--- src/csc_defs.svh ---
// Constants for the CPU state and mode controller.
// Assumes a byte-addressed 8-bit register port, one word per register.
`ifndef CSC_DEFS_SVH
`define CSC_DEFS_SVH
// Fixed reset entry address.
`define CSC_RESET_VEC 32'ha0000000
// Register byte offsets.
`define CSC_OFS_CTRL  8'h00
`define CSC_OFS_STATE 8'h04
`define CSC_OFS_SW    8'h08
`define CSC_OFS_VBR   8'h0c
`define CSC_OFS_SAVED_PC 8'h10
`define CSC_OFS_SSW   8'h14
`define CSC_OFS_ISTAT 8'h18
`define CSC_OFS_IMASK 8'h1c
// Field positions.
`define CSC_PRIV_BIT  30
`define CSC_CTRL_PD   0
`define CSC_CTRL_STBY 1
// Reset values.
`define CSC_SW_RST    32'h40000000
`define CSC_VBR_RST   32'h00000000
// Idle pin levels {bus request, manual reset, power-on reset}.
`define CSC_PIN_IDLE  3'b011
// Vector offset used for a privilege violation.
`define CSC_VIOL_OFS  32'h00000100
// Interrupt status bits.
`define CSC_EV_RST    0
`define CSC_EV_EXC    1
`define CSC_EV_VIOL   2
`define CSC_EV_BUS    3
`endif

--- src/csc_pkg.sv ---
// Types shared by the CPU state and mode controller.
// Assumes csc_defs.svh is on the include path.
package csc_pkg;
	// Processor states.
	typedef enum logic [2:0] {
		ST_RESET, ST_EXC, ST_BUSREL, ST_EXEC, ST_PDOWN
	} cpu_state_t;
	// Kind of the reset in force.
	typedef enum logic {RK_POWER_ON, RK_MANUAL} reset_kind_t;
	// Whole register state of the controller.
	typedef struct packed {
		logic [2:0][2:0] sync;
		logic [2:0]      pin;
		cpu_state_t      state;
		reset_kind_t     kind;
		logic [1:0]      ctrl;
		logic [31:0]     sw;
		logic [31:0]     vbr;
		logic [31:0]     saved_pc;
		logic [31:0]     ssw;
		logic [31:0]     pc_tgt;
		logic            pc_load;
		logic            viol_pend;
		logic [3:0]      istat;
		logic [3:0]      imask;
		logic [31:0]     rdata;
	} csc_state_t;
endpackage

--- src/cpu_state_ctrl.sv ---
// CPU processor-state and privilege-mode controller.
// Assumes one 100 MHz clock, reset pins and bus request from outside,
// and exception requests and PC from the core on the same clock.
//
// The register addresses and the plain strobed port were left to the implementer.
`timescale 1ns/10ps
`default_nettype none
`include "csc_defs.svh"

// How it works
// [RL1] Five processor states only.
// [RL2] Power-on reset pin low holds reset.
// [RL3] Manual reset pin low holds reset.
// [RL4] Power-on reset clears all peripherals.
// [RL5] Manual reset spares bus controller registers.
// [RL6] Reset exits to fixed entry address.
// [RL7] Exception saves PC and status word.
// [RL8] Handler address is base plus offset.
// [RL9] Exception state lasts one cycle.
// [RL10] Execution state runs instructions in order.
// [RL11] Power-down halts; sleep or standby.
// [RL12] Bus released while requester holds it.
// [RL13] Privilege bit selects user or privileged.
// [RL14] Reset or exception sets privilege bit.
// [RL15] Exception return clears privilege bit.
// [RL16] Some registers need privileged mode.
// [RL17] User access to them raises exception.
// [RL18] Any reset wins; power-on beats manual.
module cpu_state_ctrl (
	input  wire logic               clk_i,
	input  wire logic               nrst_i,
	input  wire logic               power_on_reset_n_i,
	input  wire logic               manual_reset_n_i,
	input  wire logic               bus_req_i,
	input  wire logic               wake_i,
	input  wire logic               exc_req_i,
	input  wire logic [31:0]        exc_ofs_i,
	input  wire logic               exc_return_i,
	input  wire logic [31:0]        pc_i,
	input  wire logic [7:0]         addr_i,
	input  wire logic [31:0]        wdata_i,
	input  wire logic               we_i,
	input  wire logic               re_i,
	output logic [31:0]             rdata_o,
	output csc_pkg::cpu_state_t     state_o,
	output logic                    privilege_bit_o,
	output logic                    exec_en_o,
	output logic                    sleep_o,
	output logic                    standby_o,
	output logic                    bus_grant_o,
	output logic                    periph_rst_o,
	output logic                    external_bus_controller_rst_o,
	output logic                    pc_load_o,
	output logic [31:0]             pc_target_o,
	output logic                    irq_o
);
	import csc_pkg::*;

	// Present and next state.
	csc_state_t q;
	csc_state_t d;
	// Filtered pins, with names.
	logic       por_n;
	logic       man_n;
	logic       bus_req;
	// Privileged mode now.
	logic       priv;
	// A bus access that user mode may not make.
	logic       deny;
	// Events that set status bits this cycle.
	logic [3:0] ev;

	// Tells whether a register needs privileged mode.
	// Only the state register is open to user mode.
	function automatic logic needs_priv(input logic [7:0] a);
		needs_priv = (a != `CSC_OFS_STATE);
	endfunction

	assign por_n   = q.pin[0];
	assign man_n   = q.pin[1];
	assign bus_req = q.pin[2];
	// The privilege bit sets the mode: one is privileged.
	assign priv    = q.sw[`CSC_PRIV_BIT]; // see RL13
	// User-mode access to a guarded register is refused.
	assign deny    = (we_i || re_i) && needs_priv(addr_i) && !priv; // see RL16

	// Works out the whole next state.
	always_comb begin
		d = q;
		ev = 4'h0;
		d.pc_load = 1'b0;
		d.rdata = 32'h0;

		// Three-stage pin synchronisers; a level counts once
		// stages two and three agree.
		d.sync[0] = {bus_req_i, manual_reset_n_i, power_on_reset_n_i};
		d.sync[1] = q.sync[0];
		d.sync[2] = q.sync[1];
		for (int i = 0; i < 3; i++) begin
			if (q.sync[1][i] == q.sync[2][i]) begin
				d.pin[i] = q.sync[2][i];
			end
		end

		// A refused access is remembered as a pending exception.
		if (deny) begin
			d.viol_pend = 1'b1; // see RL17
			ev[`CSC_EV_VIOL] = 1'b1;
		end

		// Register writes, only when allowed.
		if (we_i && !deny) begin
			unique case (addr_i)
				`CSC_OFS_CTRL: begin
					d.ctrl = wdata_i[1:0];
				end
				`CSC_OFS_SW: begin
					d.sw = wdata_i;
				end
				`CSC_OFS_VBR: begin
					d.vbr = wdata_i;
				end
				`CSC_OFS_SAVED_PC: begin
					d.saved_pc = wdata_i;
				end
				`CSC_OFS_SSW: begin
					d.ssw = wdata_i;
				end
				`CSC_OFS_ISTAT: begin
					// Writing one clears a status bit.
					d.istat = q.istat & ~wdata_i[3:0];
				end
				`CSC_OFS_IMASK: begin
					d.imask = wdata_i[3:0];
				end
				default: begin
					// Unmapped or read-only: ignored.
				end
			endcase
		end

		// Register reads; refused or unmapped reads give zero.
		if (re_i && !deny) begin
			unique case (addr_i)
				`CSC_OFS_CTRL: begin
					d.rdata = {30'h0, q.ctrl};
				end
				`CSC_OFS_STATE: begin
					d.rdata = {27'h0, q.kind, 1'b0, q.state};
				end
				`CSC_OFS_SW: begin
					d.rdata = q.sw;
				end
				`CSC_OFS_VBR: begin
					d.rdata = q.vbr;
				end
				`CSC_OFS_SAVED_PC: begin
					d.rdata = q.saved_pc;
				end
				`CSC_OFS_SSW: begin
					d.rdata = q.ssw;
				end
				`CSC_OFS_ISTAT: begin
					d.rdata = {28'h0, q.istat};
				end
				`CSC_OFS_IMASK: begin
					d.rdata = {28'h0, q.imask};
				end
				default: begin
					d.rdata = 32'h0;
				end
			endcase
		end

		// Processor state flow.
		unique case (q.state) // see RL1
			ST_RESET: begin
				// Leave reset once both pins are high.
				if (por_n && man_n) begin
					d.state = ST_EXC;
					d.pc_tgt = `CSC_RESET_VEC; // see RL6
					d.pc_load = 1'b1;
					ev[`CSC_EV_RST] = 1'b1;
				end
			end
			ST_EXC: begin
				// Transient: always on to execution.
				d.state = ST_EXEC; // see RL9
			end
			ST_EXEC: begin
				if (bus_req) begin
					// Hand the bus to the requester.
					d.state = ST_BUSREL; // see RL12
					ev[`CSC_EV_BUS] = 1'b1;
				end else if (exc_req_i || q.viol_pend) begin
					d.state = ST_EXC;
					d.saved_pc = pc_i; // see RL7
					d.ssw = q.sw; // see RL7
					d.sw[`CSC_PRIV_BIT] = 1'b1; // see RL14
					d.pc_tgt = q.vbr + (q.viol_pend ?
						`CSC_VIOL_OFS : exc_ofs_i); // see RL8
					d.pc_load = 1'b1;
					// A violation raised in this very cycle stays pending.
					d.viol_pend = deny; // see RL17
					ev[`CSC_EV_EXC] = 1'b1;
				end else if (q.ctrl[`CSC_CTRL_PD]) begin
					// Halt; the standby bit picks the sub-mode.
					d.state = ST_PDOWN; // see RL11
					d.ctrl[`CSC_CTRL_PD] = 1'b0;
				end else if (exc_return_i) begin
					// Handler done: back to user mode.
					d.sw[`CSC_PRIV_BIT] = 1'b0; // see RL15
					d.pc_tgt = q.saved_pc;
					d.pc_load = 1'b1;
				end
			end
			ST_BUSREL: begin
				// Stay released while the request stands.
				if (!bus_req) begin
					d.state = ST_EXEC; // see RL12
				end
			end
			ST_PDOWN: begin
				if (exc_req_i) begin
					d.state = ST_EXC;
					d.saved_pc = pc_i;
					d.ssw = q.sw;
					d.sw[`CSC_PRIV_BIT] = 1'b1;
					d.pc_tgt = q.vbr + exc_ofs_i;
					d.pc_load = 1'b1;
					ev[`CSC_EV_EXC] = 1'b1;
				end else if (wake_i) begin
					d.state = ST_EXEC;
				end
			end
		endcase

		// A reset pin forces reset from any state; power-on first.
		if (!por_n || !man_n) begin
			d.state = ST_RESET; // see RL18
			d.kind = por_n ? RK_MANUAL : RK_POWER_ON; // see RL2 see RL3
			d.sw = `CSC_SW_RST; // see RL14
			d.vbr = `CSC_VBR_RST;
			d.ctrl = 2'h0;
			d.viol_pend = 1'b0;
			d.pc_load = 1'b0;
		end

		// Events set status bits; a set wins over a clear.
		d.istat = d.istat | ev;
	end

	// Registers the whole state.
	always_ff @(posedge clk_i or negedge nrst_i) begin
		if (!nrst_i) begin
			q <= '0;
			// Synchronisers start at the idle pin levels, so that no
			// false bus request or reset edge follows the release.
			q.sync <= {3{`CSC_PIN_IDLE}};
			q.pin <= `CSC_PIN_IDLE;
			q.state <= ST_RESET;
			q.kind <= RK_POWER_ON;
			q.sw <= `CSC_SW_RST;
			q.vbr <= `CSC_VBR_RST;
		end else begin
			q <= d;
		end
	end

	// Outputs, decoded from registered state.
	assign rdata_o         = q.rdata;
	assign state_o         = q.state;
	assign privilege_bit_o = priv;
	assign exec_en_o       = (q.state == ST_EXEC); // see RL10
	assign sleep_o         = (q.state == ST_PDOWN) && !q.ctrl[`CSC_CTRL_STBY];
	assign standby_o       = (q.state == ST_PDOWN) && q.ctrl[`CSC_CTRL_STBY];
	assign bus_grant_o     = (q.state == ST_BUSREL);
	assign periph_rst_o    = (q.state == ST_RESET); // see RL4 see RL5
	assign external_bus_controller_rst_o = (q.state == ST_RESET)
		&& (q.kind == RK_POWER_ON); // see RL5
	assign pc_load_o       = q.pc_load;
	assign pc_target_o     = q.pc_tgt;
	assign irq_o           = |(q.istat & q.imask);
endmodule
`default_nettype wire

--- config.mk ---
export PLATFORM = sky130hd
export DESIGN_NAME = cpu_state_ctrl
export DESIGN_NICKNAME = d
export VERILOG_FILES = /design/src/csc_pkg.sv /design/src/cpu_state_ctrl.sv
export VERILOG_INCLUDE_DIRS = /design/src
export SDC_FILE = /design/constraint.sdc
export NUM_CORES = 1
export LEC_CHECK = 0
export BUFFER_PORTS_ARGS = -buffer_cell sky130_fd_sc_hd__buf_2
export CORE_ASPECT_RATIO = 1.5
export CORE_MARGIN = 3
export CORE_UTILIZATION = 55
export DETAILED_ROUTE_END_ITERATION = 12
export PLACE_DENSITY = 0.87
export RECOVER_POWER = 50
export SYNTH_ARGS = -nofsm -noshare
export SYNTH_HDL_FRONTEND = slang
export SYNTH_SLANG_ARGS = --single-unit
--- constraint.sdc ---
create_clock -name clk_i -period 4.1 [get_ports clk_i]
set_clock_uncertainty 0.1 [all_clocks]
set_input_delay 0 -clock clk_i [delete_from_list [all_inputs] [get_ports clk_i]]
set_output_delay 0 -clock clk_i [all_outputs]
set_load 0.1 [all_outputs]
Yosys cells after proc, flatten, opt, wreduce, memory -nomap -nowiden --
Cells that the tools add are included.
Storage, ports and cells: register bits after elaboration 220
Cells by class: add/sub/neg operators 2, reductions and logical operators 30, multiplexer cells 54, bitwise operators 5, eq/ne operators 24
Operators with widths (count):
- 32-bit one-hot mux with 8 select lines | 1
- 32-bit two-way mux | 6
- 33-bit two-way mux | 4
- 130-bit two-way mux | 1
- 64-bit one-hot mux with 2 select lines | 1
- 33-bit one-hot mux with 3 select lines | 1
- 98-bit two-way mux | 1
- 97-bit two-way mux | 1
- 70-bit two-way mux | 1
- 32-bit adder | 2
- 64-bit two-way mux | 1
- 8-bit by 5-bit equality test with 1-bit output (second input constant) | 4
- 1-bit two-way mux | 21
- 3-bit two-way mux | 7
- 8-bit by 4-bit equality test with 1-bit output (second input constant) | 2
- 3-bit one-hot mux with 5 select lines | 1
- 3-bit by 2-bit inequality test with 1-bit output (second input constant) | 3
- 4-bit bitwise AND | 2
- 8-bit by 3-bit equality test with 1-bit output (second input constant) | 1
- 1-bit logical AND | 8
- 8-bit zero test | 1
- 4-bit two-way mux | 2
- 8-bit two-way mux | 1
- 8-bit by 3-bit inequality test with 1-bit output (second input constant) | 1
- 23 further kinds | 41

Longest topological paths before layout --
depth in word-level cells 12, gate-level depth with buffers 14, gate-level depth less buffers 13

Least setup slack after synthesis --
OpenSTA, ideal clock, no wires.
kind reg-to-reg, start point register q (netlist bit state_o[1]), end point register q (netlist bit pc_target_o[17]), setup time 0.144 ns, buffers on the path 2, arrival time 3.714 ns, period minus slack after synthesis 3.959 ns, stages on the path, launching flop included 8, slack 0.141 ns, cells stage by stage dfrtp_1 clkbuf_1 nor3_1 and3_1 nor3_1 buf_4 a221oi_1 o221ai_1
On the way: word-level cells in the longest chain between the ends 3, elaborated cells on any way between the ends 11, classes of those cells eq/ne (7); mux (1); reduce/logical (3)
RTL lines:
- start, declared | RTL line cpu_state_ctrl.sv:60 | csc_state_t q;
- 3-bit zero test (*)
- named net periph_rst_o | RTL line cpu_state_ctrl.sv:51 | output logic periph_rst_o,
- 2-bit by 1-bit inequality test with 1-bit output (no line) or 3-bit nonzero test (tied branches)
- 6-bit AND reduction (no line)
The timed path passes the listed nets; every way through them passes the cells marked *. A chain may end at the register's enable or synchronous reset.

Worst setup path in the final report --
start point register q[138] (netlist name), end point register q (netlist bit pc_target_o[24])
On the way: word-level cells in the longest chain between the ends 4, elaborated cells on any way between the ends 6, classes of those cells add/sub (2); mux (4)
RTL lines:
- 32-bit adder | RTL line cpu_state_ctrl.sv:200 | d.pc_tgt = q.vbr + (q.viol_pend ?
- 33-bit two-way mux | RTL line cpu_state_ctrl.sv:195 | end else if (exc_req_i || q.viol_pend) begin
- 98-bit two-way mux | RTL line cpu_state_ctrl.sv:191 | if (bus_req) begin
- 33-bit one-hot mux with 3 select lines (*) | RTL line cpu_state_ctrl.sv:176 | unique case (q.state)
Mark *: on every way between the ends. The rest lies on a longest branch, timed or not. The select of a mux whose other input is x is not followed.

==> reports/metrics.cfg <==
[synthesis]
synth-warning-count = 0
synth_top_area_cell = dfrtp_1
synthCells = 1406
synth_seq_cells = 220
synth_nets = 1584
synth_edf_count = 0
syn_avg_cell_area_um2 = 9.59
yosysTopAreaCellShare = 0.391
synthFlopType = dfrtp_1
synth_seq_area_share = 0.409
async_flop_share = 1.00
synth_area_mm2 = 0.0135
ys_types = 74
yosys-top-cells-area = dfrtp_1 39%, ha_1 5.8%, mux2i_1 5.0%

[die]
start_util = 0.564
die_h_um = 198
io_pins = 190
die_w_um = 134
die_area_mm2 = 0.0265
rows = 69
core_mm2 = 0.0239

[cells_and_area]
drive_above_1_share = 0.159
final_common_cell = dfrtp_1
syn_to_final_growth_pct = 20.1
diodes = 0
final_cell_mix = 211 x dfrtp_1, 156 x buf_2, 119 x nand2_1, 118 x dlygate4sd3_1, 103 x a21oi_1
layout.nets = 1801

[sta]
hold_slack_ns = 0.0278
hold_viol_final = 0
relSlewSlack = -1.04
rsz0062_at_grt = false
slew_violations = 118
tightest_slew_ns = 3.06
setup_viol = 0
period_needed_ns = 3.84
fin_tns_setup_ns = 0
fmax_ghz = 0.260
min_period_over_period = 0.937

[global_routing]
grt_pass1_wl_um = 70400
grt_max_degree = 131
antenna_found_initial = 0
gr-total-overflow = 0
grt_usage = 0.334
grt_pass1_vias = 13300

[critical_path]
worst_setup_path_start_kind = flip-flop
worstPathArrival_ns = 4.13
crit_top_cell = o21ai_1
crit_slowest_cell = or4_4
required_ns = 4.38
max_stage_delay_ns = 0.55
cp_cell_sequence = ha_1 -> fa_1 -> a211o_1 -> a211oi_4 -> nor3_1 -> or4_4 -> a221oi_4 -> o21ai_1 -> xnor2_1 -> a222oi_1 -> o21ai_1
critical_path_class = reg2reg
cp.buffers_inverters = 0
cp.depth = 11
rr_worst_depth = 11
crit_path_max_fanout = 4
critical-path-top-delay-family = compound AO/OA/AOI/OAI gates
endpoint_kind = flip-flop

[min_path]
worstHoldPathType = in2reg
min_path_cells = 2

[detailed_routing]
vias_per_cell = 6.50
wl_per_cell_um = 23.3
antenna_left = 0
drt_wl_total_um = 45600
drtPass1Iterations = 7
drcViolationCount = 0
vias = 12700
drt_iter0_markers = 1228

[clock_tree]
numCtsBuffers = 22
cts_root_buffer = clkbuf_16
cts_sinks = 220
clock_path_buffers = 3
cts_htree_levels = 1
clk_latency_ns = 0.52
cts_tree = built
post_cts.repair.setup_buffers = 0
clk_pin_slew_ns = 0.07

[placement]
portBuffers = 189
gp_congestion = 0.996
dp_hpwl_um = 30500

[status]
outcome = finished, violations left
failed_checks = capacitance limit, slew limit

[pwr]
total_power_uw = 5340
pwr_density_cell_mw_per_mm2 = 329
p_leak_uw = 0.00789
peakVddDrop_uv = 313

[run]
max-cap-violations = 1

## flip-flops by register name, indices dropped and copies added, names as in the netlist
| signal | flops |
|---|---|
| privilege_bit_o | 1 |
| d | 6 |
| pc_target_o | 32 |
| pc_load_o | 1 |
| state_o | 3 |
| q | 142 |
| rdata_o | 32 |
| por_n | 1 |
| bus_req | 1 |
| man_n | 1 |
## Yosys cell counts, types with 9 or more instances
library cell    n
dfrtp_1       211
nand2_1       120
a21oi_1       105
a22oi_1        84
o21ai_1        81
buf_4          69
clkbuf_1       68
mux2i_1        67
a22o_1         66
ha_1           62
nor2_1         53
o21ai_0        40
nor2b_1        37
a21o_1         33
xnor2_1        31
xor2_1         20
a31oi_1        16
inv_1          16
nand2b_1       14
nor3_1         14
a211oi_1       13
buf_2          13
nand3_1        13
nand4_1        11
a221o_1        10
a222oi_1       10
o21a_1         10
dfstp_2         9
## area by class of cell
class / instances / area (µm²)
inverters: 16 / 60.1
multi-input cells: 1018 / 7090
well taps: 319 / 399
repair buffers: 345 / 2390
fillers: 1821 / 7710
clock buffers: 29 / 638
clock inverters: 9 / 104
flip-flops and latches: 220 / 5520
## power breakdown
part	switching, µW	total [µW]	internal [µW]
clock network	879	2100	1220
logic	511	838	327
registers	120	2400	2280
## metrics by stage
stage	utilization	std cells	setup WS [ns]	instance area, µm²
after CTS	0.680	1956	0.326	16300
after floorplan	-	1406	0.141	13500
final	0.678	1956	0.256	16200
after detailed placement	0.599	1800	0.441	14300
after global placement	0.599	1800	0.495	14300
after global routing	0.678	1956	0.133	16200
## metal layers
metal  wire length [µm]  share of wire  vias to the layer above  GRT usage
li1                   -              -                     5591          -
met1              16200           0.36                     6135      0.379
met2              22800           0.50                      759      0.584
met3               3220          0.071                      234     0.0473
met4               3390          0.074                        0      0.222
met5                  0              0                        -          0
## final timing paths
kind	from	to	slack [ns]
setup / recovery	q[138]	pc_target_o[24]	0.26
max in group asynchronous	nrst_i	q[114]	0.96
setup reg to reg	q[138]	pc_target_o[24]	0.26
min in group asynchronous	nrst_i	q[128]	0.84
hold / removal	power_on_reset_n_i	d[214]	0.03
hold reg to reg	d[214]	d[217]	0.26
## repair_timing
action,CTS,global route
resized for setup,0,0
endpoints found under the hold margin,271,0
hold buffers,118,0
## cells by family (layout without fill, tap and decap cells)
logic type | Yosys count | in the layout | share of synthesized area
buf+inv | 168 | 399 | 0.0674
flops | 220 | 220 | 0.409
fa+ha+maj | 67 | 67 | 0.0627
simple gates | 304 | 304 | 0.110
compound gates | 525 | 525 | 0.265
mux | 71 | 71 | 0.0531
xor+xnor | 51 | 51 | 0.0331
Note: power is estimated with default switching activity, not from simulation.
